==> config.mk <==
export PLATFORM = sky130hd
export DESIGN_NAME = odc_top
export DESIGN_NICKNAME = d
export VERILOG_FILES = /design/src/design/odc_pkg.sv /design/src/design/odc_divider.sv /design/src/design/odc_top.sv
export SDC_FILE = /design/constraint.sdc
export NUM_CORES = 1
export LEC_CHECK = 0
export BUFFER_PORTS_ARGS = -buffer_cell sky130_fd_sc_hd__buf_4
export CAP_MARGIN = 30
export CORE_MARGIN = 5
export CORE_UTILIZATION = 57
export DETAILED_ROUTE_END_ITERATION = 8
export PLACE_DENSITY = 0.85
export SETUP_SLACK_MARGIN = 0.3
export SKIP_CTS_REPAIR_TIMING = 1
export SYNTH_ARGS = -nofsm -noshare
export SYNTH_HDL_FRONTEND = slang
export SYNTH_SLANG_ARGS = --single-unit
==> constraint.sdc <==
create_clock -name CLK -period 6.45 [get_ports CLK]
set_input_delay 0.645 -clock CLK [delete_from_list [all_inputs] [get_ports CLK]]
set_output_delay 0.645 -clock CLK [all_outputs]
set_load 0.005 [all_outputs]
==> src/design/odc_pkg.sv <==
// package: register map, field layout, reset values and bus carriers
package odc_pkg;

    localparam logic [31:0] OFS_OSC_CTRL = 32'h0000_0000;
    localparam logic [31:0] OFS_UNLOCK = 32'h0000_0004;
    localparam logic [31:0] UNLOCK_KEY_A = 32'h5A5A_0001;
    localparam logic [31:0] UNLOCK_KEY_B = 32'hA5A5_0002;

    localparam int POS_PLL_ODIV = 27;
    localparam int POS_FRC_DIV = 24;
    localparam int POS_SOSC_RDY = 22;
    localparam int POS_PB_RDY = 21;
    localparam int POS_PB_DIV = 19;

    localparam logic [2:0] RST_FRC_DIV = 3'h1;
    localparam logic [2:0] CODE_DIV256 = 3'h7;
    localparam logic [7:0] LIMIT_DIV256 = 8'hFF;
    localparam logic [1:0] HTRANS_NONSEQ = 2'h2;

    typedef enum logic [1:0] {LK_LOCKED, LK_HALF, LK_OPEN} odc_lock_e;

    typedef struct packed {
        logic hsel;
        logic [31:0] haddr;
        logic [1:0] htrans;
        logic hwrite;
        logic [2:0] hsize;
        logic [31:0] hwdata;
        logic hready;
    } odc_ahb_req_s;

    typedef struct packed {
        logic [31:0] hrdata;
        logic hreadyout;
        logic hresp;
    } odc_ahb_rsp_s;

endpackage : odc_pkg

==> src/design/odc_divider.sv <==
// module: power-of-two tick divider that adopts a new code at period end
`timescale 1ns/10ps
module odc_divider
(
    input wire logic clk,
    input wire logic rst,
    input wire logic in_tick,
    input wire logic [2:0] code_req,
    output logic [2:0] code_act,
    output logic out_tick
);

    typedef struct packed {
        logic [7:0] cnt;
        logic [2:0] act;
        logic tick;
    } odc_div_s;

    odc_div_s st_r;
    odc_div_s st_nxt;

    function automatic logic [7:0] odc_limit(input logic [2:0] code);
        logic [7:0] one;
        one = 8'h01;
        if (code == odc_pkg::CODE_DIV256)
            return odc_pkg::LIMIT_DIV256;
        return 8'((one << code) - one);
    endfunction : odc_limit

    always_comb
    begin
        st_nxt = st_r;
        st_nxt.tick = 1'b0;
        if (in_tick)
        begin
            if (st_r.cnt >= odc_limit(st_r.act))
            begin
                st_nxt.cnt = 8'h00;
                st_nxt.tick = 1'b1;
                st_nxt.act = code_req;
            end
            else
            begin
                st_nxt.cnt = 8'(st_r.cnt + 8'h01);
            end
        end
    end

    always_ff @(posedge clk)
    begin
        if (rst)
        begin
            st_r.cnt <= 8'h00;
            st_r.act <= code_req;
            st_r.tick <= 1'b0;
        end
        else
        begin
            st_r <= st_nxt;
        end
    end

    assign code_act = st_r.act;
    assign out_tick = st_r.tick;

endmodule : odc_divider

==> src/design/odc_top.sv <==
// module: oscillator control register with clock dividers and AHB-Lite slave
//
// Function
// - pll divider code 0-6 powers, 7=256
// - fast rc divider same map, reset 001
// - bit 22 shows secondary oscillator stable
// - bit 21 ready gates periph divisor writes
// - periph bus clock is system/1,2,4,8
// - control writes need a prior unlock sequence
// - bits 31:30 and 23 read zero
// - pll and periph divisor fields load from straps at reset, fast rc divider resets to 001
`timescale 1ns/10ps
module odc_top
(
    input wire logic CLK,
    input wire logic RST,
    input odc_pkg::odc_ahb_req_s AHB_REQ,
    output odc_pkg::odc_ahb_rsp_s AHB_RSP,
    input wire logic [2:0] CFG_PLL_ODIV,
    input wire logic [1:0] CFG_PB_DIV,
    input wire logic SOSC_STABLE,
    input wire logic PLL_TICK,
    input wire logic FRC_TICK,
    output logic PLL_DIV_TICK,
    output logic FRC_DIV_TICK,
    output logic PB_CLK_TICK
);

    typedef struct packed {
        odc_pkg::odc_lock_e lock;
        logic [2:0] pll_output_divider;
        logic [2:0] fast_rc_divider;
        logic [1:0] periph_bus_divisor;
        logic [2:0] sosc_sync;
        logic secondary_osc_ready;
        logic dp_valid;
        logic dp_write;
        logic [31:0] dp_addr;
        logic [31:0] rdata;
    } odc_state_s;

    odc_state_s st_r;
    odc_state_s st_nxt;
    logic [2:0] pb_code_act;
    logic periph_divisor_ready;
    logic [31:0] osc_read;
    logic addr_take;

    ////////////////////////////////////////////////////////////////////////////
    // dividers

    odc_divider u_pll_div
    (
        .clk(CLK),
        .rst(RST),
        .in_tick(PLL_TICK),
        .code_req(st_r.pll_output_divider),
        .code_act(),
        .out_tick(PLL_DIV_TICK)
    );

    odc_divider u_frc_div
    (
        .clk(CLK),
        .rst(RST),
        .in_tick(FRC_TICK),
        .code_req(st_r.fast_rc_divider),
        .code_act(),
        .out_tick(FRC_DIV_TICK)
    );

    // periph codes 0..3 map straight onto divide by 1,2,4,8
    odc_divider u_pb_div
    (
        .clk(CLK),
        .rst(RST),
        .in_tick(1'b1),
        .code_req({1'b0, st_r.periph_bus_divisor}),
        .code_act(pb_code_act),
        .out_tick(PB_CLK_TICK)
    );

    // ready once the divider runs the requested divisor
    assign periph_divisor_ready = (pb_code_act == {1'b0, st_r.periph_bus_divisor});

    ////////////////////////////////////////////////////////////////////////////
    // read image

    always_comb
    begin
        osc_read = 32'h0000_0000;
        osc_read[odc_pkg::POS_PLL_ODIV +: 3] = st_r.pll_output_divider;
        osc_read[odc_pkg::POS_FRC_DIV +: 3] = st_r.fast_rc_divider;
        osc_read[odc_pkg::POS_SOSC_RDY] = st_r.secondary_osc_ready;
        osc_read[odc_pkg::POS_PB_RDY] = periph_divisor_ready;
        osc_read[odc_pkg::POS_PB_DIV +: 2] = st_r.periph_bus_divisor;
    end

    assign addr_take = AHB_REQ.hsel && AHB_REQ.hready && (AHB_REQ.htrans == odc_pkg::HTRANS_NONSEQ);

    ////////////////////////////////////////////////////////////////////////////
    // next state

    always_comb
    begin
        st_nxt = st_r;

        // three-stage synchroniser, change once stages two and three agree
        st_nxt.sosc_sync = {st_r.sosc_sync[1:0], SOSC_STABLE};
        if (st_r.sosc_sync[1] == st_r.sosc_sync[2])
            st_nxt.secondary_osc_ready = st_r.sosc_sync[2];

        // address phase
        st_nxt.dp_valid = 1'b0;
        if (addr_take)
        begin
            st_nxt.dp_valid = 1'b1;
            st_nxt.dp_write = AHB_REQ.hwrite;
            st_nxt.dp_addr = {AHB_REQ.haddr[31:2], 2'b00};
            st_nxt.rdata = 32'h0000_0000;
            if (!AHB_REQ.hwrite)
            begin
                if ({AHB_REQ.haddr[31:2], 2'b00} == odc_pkg::OFS_OSC_CTRL)
                    st_nxt.rdata = osc_read;
                else if ({AHB_REQ.haddr[31:2], 2'b00} == odc_pkg::OFS_UNLOCK)
                    st_nxt.rdata = {31'h0000_0000, st_r.lock == odc_pkg::LK_OPEN};
            end
        end

        // data phase of a write
        if (st_r.dp_valid && st_r.dp_write)
        begin
            unique case (st_r.lock)
                odc_pkg::LK_LOCKED:
                begin
                    if (st_r.dp_addr == odc_pkg::OFS_UNLOCK && AHB_REQ.hwdata == odc_pkg::UNLOCK_KEY_A)
                        st_nxt.lock = odc_pkg::LK_HALF;
                end
                odc_pkg::LK_HALF:
                begin
                    // any other write breaks the sequence
                    if (st_r.dp_addr == odc_pkg::OFS_UNLOCK && AHB_REQ.hwdata == odc_pkg::UNLOCK_KEY_B)
                        st_nxt.lock = odc_pkg::LK_OPEN;
                    else
                        st_nxt.lock = odc_pkg::LK_LOCKED;
                end
                odc_pkg::LK_OPEN:
                begin
                    if (st_r.dp_addr == odc_pkg::OFS_UNLOCK)
                        st_nxt.lock = odc_pkg::LK_LOCKED;
                end
            endcase

            // locked or half-open writes drop silently
            if (st_r.dp_addr == odc_pkg::OFS_OSC_CTRL && st_r.lock == odc_pkg::LK_OPEN)
            begin
                st_nxt.pll_output_divider = AHB_REQ.hwdata[odc_pkg::POS_PLL_ODIV +: 3];
                st_nxt.fast_rc_divider = AHB_REQ.hwdata[odc_pkg::POS_FRC_DIV +: 3];
                if (periph_divisor_ready)
                    st_nxt.periph_bus_divisor = AHB_REQ.hwdata[odc_pkg::POS_PB_DIV +: 2];
            end
        end
    end

    ////////////////////////////////////////////////////////////////////////////
    // registers

    always_ff @(posedge CLK)
    begin
        if (RST)
        begin
            st_r.lock <= odc_pkg::LK_LOCKED;
            st_r.pll_output_divider <= CFG_PLL_ODIV;
            st_r.fast_rc_divider <= odc_pkg::RST_FRC_DIV;
            st_r.periph_bus_divisor <= CFG_PB_DIV;
            st_r.sosc_sync <= 3'h0;
            st_r.secondary_osc_ready <= 1'b0;
            st_r.dp_valid <= 1'b0;
            st_r.dp_write <= 1'b0;
            st_r.dp_addr <= 32'h0000_0000;
            st_r.rdata <= 32'h0000_0000;
        end
        else
        begin
            st_r <= st_nxt;
        end
    end

    ////////////////////////////////////////////////////////////////////////////
    // bus answer, zero wait states, always okay

    assign AHB_RSP.hrdata = st_r.rdata;
    assign AHB_RSP.hreadyout = 1'b1;
    assign AHB_RSP.hresp = 1'b0;

endmodule : odc_top

After elaboration in Yosys (flattened, before gate mapping)
Cells that the tools add are included.
- logic and storage cells: 105
- output and inout port bits: 37
- input port bits: 82
- flip-flop bits (word level): 113
- shift-type cells: 3
- bitwise gates (word level): 2
- eq/ne operators: 13
- reductions and logical operators: 26
- magnitude comparators: 3
- multiplexer cells: 33
- add/sub/neg operators: 6
- operators by type and width (cell ; number):
    two-way mux 8 bit ; 10
    two-way mux 78 bit ; 1
    two-way mux 66 bit ; 1
    equality test 30 x 1 -> 1 bit, second input constant ; 2
    two-way mux 30 bit ; 2
    equality test 32 x 31 -> 1 bit, second input constant ; 1
    equality test 32 bit, second input constant ; 1
    logical NOT 32 bit ; 1
    logical NOT 30 bit ; 1
    adder 8 x 1 -> 8 bit, second input constant ; 3
    greater-or-equal comparator 8 bit ; 3
    two-way mux 4 bit ; 6
    subtractor 8 x 1 -> 8 bit, second input constant ; 3
    nonzero test 2 bit ; 8
    left shift 1 x 3 -> 8 bit, first input constant ; 2
    two-way mux 2 bit ; 4
    AND reduction 2 bit ; 4
    left shift 1 x 2 -> 8 bit, first input constant ; 1
    equality test 3 bit, second input constant ; 2
    logical AND 1 bit ; 6
    two-way mux 1 bit ; 6
    two-way mux 3 bit ; 2
    case mux 2 bit (3 select lines) ; 1
    AND reduction 3 bit ; 2
    other kinds (9) ; 13

Longest topological paths before layout
Gate-level depths: netlist of run 1.
- word-level depth: 9
- depth in mapped cells: 15

Hierarchy
Synthesis of run 1 repeated with hierarchy kept, for this count alone.
- cell total of the unflattened synthesis: 598
- area total of the unflattened synthesis: 5343.9 um^2
- modules (own cells, without submodules) (module ; seq. area each (um^2) ; cells each ; times used ; area each (um^2)):
    odc_divider ; 270.3 ; 93 ; 3 ; 890.9
    odc_top ; 1191.1 ; 319 ; 1 ; 2671.3

Worst setup path after synthesis of run 1
No wires, ideal clock.
- path kind: flip-flop to flip-flop
- start: reg, netlist name u_pll_div.code_act[2]
- end: reg u_pll_div.st_r (netlist bit u_pll_div.code_act[1]), data pin
- setup time: 0.255 ns
- cell stages (with the launch flop): 15
- arrival time: 2.880 ns
- period minus slack after synthesis: 3.135 ns
- required time: 6.195 ns
- slack: 3.315 ns
- path buffers: 2
- cell sequence: edfxtp_1 clkbuf_1 or3_1 ha_1 nor2b_1 a21oi_1 o221ai_1 ha_1 a21o_1 a21o_1 a21oi_1 o21ai_0 a21o_1 clkbuf_1 and2_1
- RTL lines (item ; RTL line ; RTL):
    end signal: assignment ; odc_divider.sv:59 ; st_r <= st_nxt;
    end: declaration ; odc_divider.sv:19 ; odc_div_s st_r;

==> flow_summary.ini, run 1 <==
[global_route]
grt_pass1_wl_mm = 16.88
grt_max_degree = 73
antenna_found_initial = 0
grt_use_met2_pct = 35.35
grt_overflow_total = 0
grt_use_total_pct = 20.97
gr-usage-met3_pct = 5.073
met1_usage_pct = 26.40
top_usage_layer = met2
grt_pass1_vias = 3673

[min_path]
min_path_type = flop to flop

[setup_path]
required_ns = 6.57
path_cells = or3_1 -> ha_1 -> nor2b_1 -> a21oi_1 -> o221ai_1 -> ha_1 -> a21o_1 -> a21o_1 -> a21oi_1 -> o21ai_0 -> a21o_1 -> and2_1
crit_fanout = 14
crit_family = compound AO/OA/AOI/OAI gates
cp-end-kind = flop
path_buf_inv = 0
crit_slowest_cell = edfxtp_1
worstPathArrival_ns = 3.45
crit_type = flop to flop
cp-start-kind = flop
crit_top_cell = a21o_1
cpPeakStageDelay_ns = 0.53

[flow_run]
maxCapViolations = 0

[finish]
layout-drive-gt1-share_pct = 19.70
area_growth_pct = 16.90
stdcell_count = 706
final_nets = 708
diodes = 0

[timing]
setup_viol = 0
skew_ns = 0.009401
fin_crit_ns = 3.332
tns_ns = 0
period_share_pct = 51.67
slew_headroom_pct = 51.67
worstMarginPinSlew_ns = 0.7223
hold_viol = 0
rsz0062_at_grt = false
setup_slack_ns = 3.118
slew_violations = 0
clock.fmax_mhz = 300.1

[drt]
vias = 3829
first_iter_violations = 198
drt_wl_total_mm = 10.36
drc = 0
wire_per_inst_um = 14.67
dr.pass1.iters = 4
viasPerCell = 5.424
final_antenna_net_count = 0

[clock_tree]
cts.clk_slew.worst_paths_ns = 0.10
clkSinkCount = 92
htreeDepth = 3
cts_buffers = 9
clk_latency_ns = 0.36
cts_root_buffer = clkbuf_8
cts_tree = yes
cts.path.max_buffers = 2

[floorplan]
core-area_um2 = 7807
start_util_pct = 58.88
die_h_um = 99.81
ioPinCount = 119
die_area_um2 = 9961
rows = 32
die_x_um = 99.81

[logic_synthesis]
async_flop_share_pct = 0
yosysSeqAreaShare_pct = 42.90
ys_warn_count = 0
synth-edff-count = 13
syn_avg_cell_area_um2 = 8.706
synth_seq_cells = 92
synth_common_cells = nand2_1 (93), dfxtp_1 (79), nor2_1 (45)
yosys.area.top_type = dfxtp_1
synth.area.top_cells = dfxtp_1 (34%), edfxtp_1 (8.5%), nand2_1 (7.6%), ha_1 (7.3%), buf_4 (5.6%)
syn-instance-count = 528
synth.most_common_cell = nand2_1
netlist_area_um2 = 4597
yosysTopAreaCellShare_pct = 34.40
ys.flop_type = dfxtp_1
yosys.cell_types.count = 48

[placement]
place_inst = 690
port_buffers = 90
hpwl_mm = 7.982
place_ws_ns = 3.186
gp_congestion = 0.8243

[power]
ir_drop_uv = 113.2
p_leak_nw = 2.243
p_per_area_nw_per_um2 = 213.1

[outcome]
status = finished clean
## flip-flops by register name, indices dropped and copies added, names as in the netlist, 2 cells and up
register,flops
st_r,35
u_pll_div.code_act,3
u_pb_div.code_act,2
u_frc_div.code_act,3
u_pll_div.st_r,8
st_nxt,2
osc_read,9
u_pb_div.st_r,8
AHB_RSP,11
u_frc_div.st_r,8
## cell type report
cell class              instances  area [um^2]
clock buffers                   9        123.9
multi-input cells             391         2327
clock inverters                 7        80.08
repair buffers                 93        698.2
well taps                     102        127.6
inverters                      12        45.04
fillers                       635         2434
flip-flops and latches         92         1972
## routing by layer
metal  routed length, um  vias to the layer above
met2                5132                      132
met1                4326                     1772
li1                    -                     1909
met5                   0                        -
met4                 182                        0
met3                 716                       16
## through the flow
step	utilization (%)	area (um^2)	power (mW)	hold slack, ns
after floorplan	-	4691	0.7056	0.4138
after global placement	66.12	5162	0.7500	0.4235
after detailed placement	66.22	5170	0.7574	0.4268
after CTS	68.83	5374	1.151	0.4496
after global routing	68.83	5374	1.199	0.4685
final	68.83	5374	1.145	0.4448
## power by group
| part | total, mW | switching, mW | internal [mW] | leakage (nW) |
|---|---|---|---|---|
| Sequential | 0.612 | 0.0143 | 0.597 | 0.771 |
| Clock | 0.399 | 0.215 | 0.185 | 0.0973 |
| Combinational | 0.134 | 0.0667 | 0.0673 | 1.37 |
## layout by cell type (no fill, tap or decap), drive strengths merged, types with 4 or more instances in the layout
master  instances
xor2           13
and3            5
nor4           16
nand2          93
a21oi          43
edfxtp         13
inv            16
nand3           8
or3             5
mux2i           5
or4             4
ha             27
nor4bb          5
conb           27
nor2           45
nand4          12
and2           10
nor2b           8
buf            93
a22oi          10
clkbuf          9
dfxtp          79
o21ai          10
a21o            7
xnor2           5
## cells by family (layout without fill, tap and decap cells)
| logic type | Yosys count | count (layout) | synth area share, % |
|---|---|---|---|
| fa+ha+maj | 27 | 27 | 7.349 |
| mux | 8 | 8 | 1.905 |
| flops | 92 | 92 | 42.90 |
| buf+inv | 70 | 121 | 8.519 |
| simple gates | 229 | 229 | 25.04 |
| compound gates | 82 | 82 | 10.70 |
| other cells | 2 | 27 | 0.1634 |
| xor+xnor | 18 | 18 | 3.429 |
## final timing paths
| kind | start | endpoint | depth (start not counted) | slack [ns] |
|---|---|---|---|---|
| setup / recovery | u_pll_div.code_act[2] | u_pll_div.code_act[1] | 12 | 3.12 |
| hold / removal | st_nxt[68] | st_nxt[69] | 1 | 0.44 |
| setup reg to reg | u_pll_div.code_act[2] | u_pll_div.code_act[1] | 12 | 3.12 |
| hold reg to reg | st_nxt[68] | st_nxt[69] | 1 | 0.44 |
No activity file was read; power rests on OpenSTA's default activity.
==> run 2, diff against run 1 <==
CORE_UTILIZATION = 48   (was 57)
PLACE_DENSITY = 0.76   (was 0.85)
clock period = 2.95 ns   (was 6.45 ns; I/O delays follow)
==> flow_summary.ini, run 2 (same netlist as run 1, synthesis figures left out) <==
[placement]
hpwl_mm = 7.582
gp_congestion = 0.8472
port_buffers = 90

[power]
swShare_pct = 24.94
pwr-share-comb_pct = 13.1
p_clk_share_pct = 34.1
p_per_area_nw_per_um2 = 446.8
ir_drop_uv = 293.8
switching_power_uw = 629.4
p_leak_nw = 2.366
pwr-share-seq_pct = 52.9
p_int_mw = 1.894
power.total_mw = 2.524

[global_route]
grt_pass1_vias = 3575
grt_pass1_wl_mm = 16.08
grt_use_total_pct = 17.10
grt_overflow_total = 0
antenna_found_initial = 0
grt_max_degree = 73

[timing]
fin_crit_ns = 2.842
skew_ns = 0.01384
hold_viol = 0
setup_viol = 0
slew_headroom_pct = 53.07
period_share_pct = 96.34
slew_violations = 0
clock.fmax_mhz = 351.9
rsz0062_at_grt = true
worstMarginPinSlew_ns = 0.7039
tns_ns = 0
hold_slack_ns = 0.1437

[outcome]
status = finished clean

[floorplan]
die_h_um = 107.9
die_area_um2 = 11630
start_util_pct = 49.51
core-area_um2 = 9284
die_x_um = 107.9
rows = 35
ioPinCount = 119

[setup_path]
worstPathArrival_ns = 2.95
cp-start-kind = flop
crit_fanout = 7
crit_type = flop to flop
required_ns = 3.06
cp-end-kind = flop

[min_path]
min_path_type = input port to flop

[finish]
layout-drive-gt1-share_pct = 25.12
area_growth_pct = 22.89
final_common_cell = buf_4
final_nets = 726
largest_register_ffs = 35
diodes = 0
top_register = st_r
final_core_util_pct = 60.85
final_cell_mix = buf_4 (109), nand2_1 (91), dfxtp_1 (79)

[clock_tree]
cts.path.max_buffers = 2
cts_root_buffer = clkbuf_8
clkSinkCount = 92
cts.clk_slew.worst_paths_ns = 0.09
cts_tree = yes
htreeDepth = 3
cts_buffers = 9
clk_latency_ns = 0.35

[drt]
drt_wl_total_mm = 10.13
vias = 3825
drc = 0
final_antenna_net_count = 0
wire_per_inst_um = 13.51
dr.pass1.iters = 4
first_iter_violations = 140
viasPerCell = 5.100

[flow_run]
maxCapViolations = 0
[run 2: changes by cell type in the layout (fill, tap and decap cells not counted), moves of 3 or more]
cell and change:
a21oi_2 +3, a21oi_1 -3, buf_4 +16, ha_1 -4
inv_6 -3
[run 2: area by class of cell]
class                   instances  area [um^2]
clock inverters                 4        35.03
fillers                       814         3635
inverters                      12        45.04
clock buffers                  11        173.9
flip-flops and latches         92         1972
repair buffers                111        840.8
well taps                     129        161.4
multi-input cells             391         2421
[run 2: per-stage QoR]
step,setup WS (ns),instance area (um^2),std cells
floorplan,0.07229,4765,553
global placement,0.1456,5281,723
detailed placement,0.1179,5281,723
CTS,0.1126,5490,738
global route,-0.003806,5649,750
finish,0.1080,5649,750
[run 2: path summary, 6_finish.rpt]
| path | start | to | slack [ns] | depth (start not counted) |
|---|---|---|---|---|
| max | u_pll_div.code_act[0] | u_pll_div.code_act[0] | 0.11 | 12 |
| min | SOSC_STABLE | st_nxt[68] | 0.14 | 2 |
| max reg2reg | u_pll_div.code_act[0] | u_pll_div.code_act[0] | 0.11 | 12 |
| min reg2reg | st_nxt[68] | st_nxt[69] | 0.44 | 1 |
[run 2: per-layer routing]
metal  routed length, um  up-vias  GRT usage, %
met5                   0        -             0
met4                 107        0         4.328
met3                 607        9         5.519
met2                5279      103         28.82
met1                4139     1773         21.08
li1                    -     1940             -
[run 2: worst max-delay path: stages, from the launching register on]
cell and delay, ns:
edfxtp_1 0.47, inv_2 0.09, or3_4 0.38, ha_4 0.17, buf_4 0.14, mux2_2 0.25
o22ai_1 0.18, ha_1 0.26, nand2_1 0.07, o21a_1 0.14, o21ai_2 0.06, a21o_1 0.24
and2_1 0.16
[run 2: power groups by stage]
stage	registers, mW	logic (mW)	clock network, mW
finish	1.33	0.330	0.860
detailed placement	1.36	0.302	0
global placement	1.36	0.292	0
floorplan	1.35	0.201	0
global route	1.34	0.368	0.955
CTS	1.33	0.303	0.891
==> run 3, diff against run 2 <==
HOLD_SLACK_MARGIN = 0.15   (was not set)
PLACE_DENSITY = 0.83   (was 0.76)
==> flow_summary.ini, run 3 (same netlist as run 1, synthesis figures left out) <==
[drt]
viasPerCell = 5.088
final_antenna_net_count = 0
dr.pass1.iters = 5
topRoutingLayerUsed = met4
wire_per_inst_um = 13.71
drc = 0
wl_met1_mm = 4.432
route.met2.wl_mm = 5.310
vias = 3831
first_iter_violations = 146
wl_met3_um = 501
drt_wl_total_mm = 10.33

[floorplan]
start_util_pct = 49.51
ioPinCount = 119
die_x_um = 107.9
die_h_um = 107.9
core-area_um2 = 9284
die_area_um2 = 11630
rows = 35

[setup_path]
cp-start-kind = flop
cp-end-kind = flop
crit_fanout = 7
required_ns = 3.06
ff2ff_path_depth = 13
path_cells = inv_2 -> or3_4 -> ha_4 -> nor2b_4 -> a21oi_2 -> o221ai_2 -> ha_2 -> a21o_1 -> a21o_1 -> a21oi_2 -> o21ai_2 -> a21o_4 -> and2_1
cpPeakStageDelay_ns = 0.41
crit_family = compound AO/OA/AOI/OAI gates
crit_slowest_cell = edfxtp_1
r2r-end = u_pll_div.code_act[0]
path_buf_inv = 1
worstPathArrival_ns = 2.89
rrSetupSlack_ns = 0.18
worstReg2RegStart = u_pll_div.code_act[0]
crit_type = flop to flop

[timing]
tns_ns = 0
setup_viol = 0
fin_crit_ns = 2.773
slew_headroom_pct = 51.46
rsz0062_at_grt = true
worstMarginPinSlew_ns = 0.7282
period_share_pct = 94.00
slew_violations = 0
skew_ns = 0.008318
clock.fmax_mhz = 360.6
hold_viol = 0

[clock_tree]
clkSinkCount = 92
cts_tree = yes
clk_latency_ns = 0.35
cts.clk_slew.worst_paths_ns = 0.09
cts_buffers = 9
cts_root_buffer = clkbuf_8
cts.path.max_buffers = 2
htreeDepth = 3

[global_route]
grt_overflow_total = 0
grt_use_total_pct = 17.44
grt_pass1_vias = 3623
antenna_found_initial = 0
grt_pass1_wl_mm = 16.45
grt_max_degree = 73

[power]
power.total_mw = 2.598
p_per_area_nw_per_um2 = 452.9
ir_drop_uv = 254.4
p_leak_nw = 2.383

[finish]
final_core_util_pct = 61.78
largest_register_ffs = 35
final_common_cell = buf_4
area_growth_pct = 24.77
final_nets = 728
top_register = st_r
layout-drive-gt1-share_pct = 26.12
final_cell_mix = buf_4 (109), nand2_1 (91), dfxtp_1 (79)
diodes = 0

[placement]
hpwl_mm = 7.680
gp_congestion = 0.8099
port_buffers = 90

[min_path]
min_path_type = input port to flop
min_to = osc_read[24]
worstHoldStart = AHB_REQ[25]
hold_path_depth = 2

[flow_run]
maxCapViolations = 0

[outcome]
status = finished clean
run 3: final cells by class:
type / count / area (um^2)
clock buffers: 14 / 183.9
clock inverters: 2 / 38.79
fillers: 776 / 3548
inverters: 12 / 45.04
multi-input cells: 391 / 2469
flip-flops and latches: 92 / 1972
well taps: 129 / 161.4
repair buffers: 113 / 865.8
run 3: through the flow:
stage | setup WS [ns] | cell area (um^2) | cells | hold WS (ns)
final | 0.1771 | 5736 | 753 | 0.1783
after global routing | 0.06986 | 5736 | 753 | 0.1657
after CTS | 0.02222 | 5504 | 739 | 0.1341
after detailed placement | 0.02706 | 5281 | 723 | 0.4393
after global placement | 0.1652 | 5281 | 723 | 0.4224
after floorplan | 0.07229 | 4765 | 553 | 0.4129
run 3: power breakdown:
group          total, mW  internal (mW)  leakage [nW]  switching [mW]
Combinational      0.351          0.184          1.50           0.167
Sequential          1.33           1.31         0.771          0.0290
Clock              0.911          0.492         0.112           0.419
Total               2.60           1.98          2.38           0.615
run 3: how the worst max path moves through the flow:
stage / from / end / cells after the start
4_1_cts: u_pll_div.code_act[0] / u_pll_div.code_act[1] / 13
3_3_place_gp: u_pll_div.code_act[0] / u_pll_div.code_act[1] / 13
5_1_grt: u_pll_div.code_act[0] / u_pll_div.code_act[0] / 13
3_5_place_dp: u_pll_div.code_act[0] / u_pll_div.code_act[1] / 13
6_report: u_pll_div.code_act[0] / u_pll_div.code_act[0] / 13
2_1_floorplan: u_pll_div.code_act[2] / u_pll_div.code_act[1] / 14
run 3: metal layers:
metal,vias up,track usage (%)
li1,1953,-
met1,1788,22.06
met2,81,29.17
met3,9,5.039
met4,0,4.418
met5,-,0
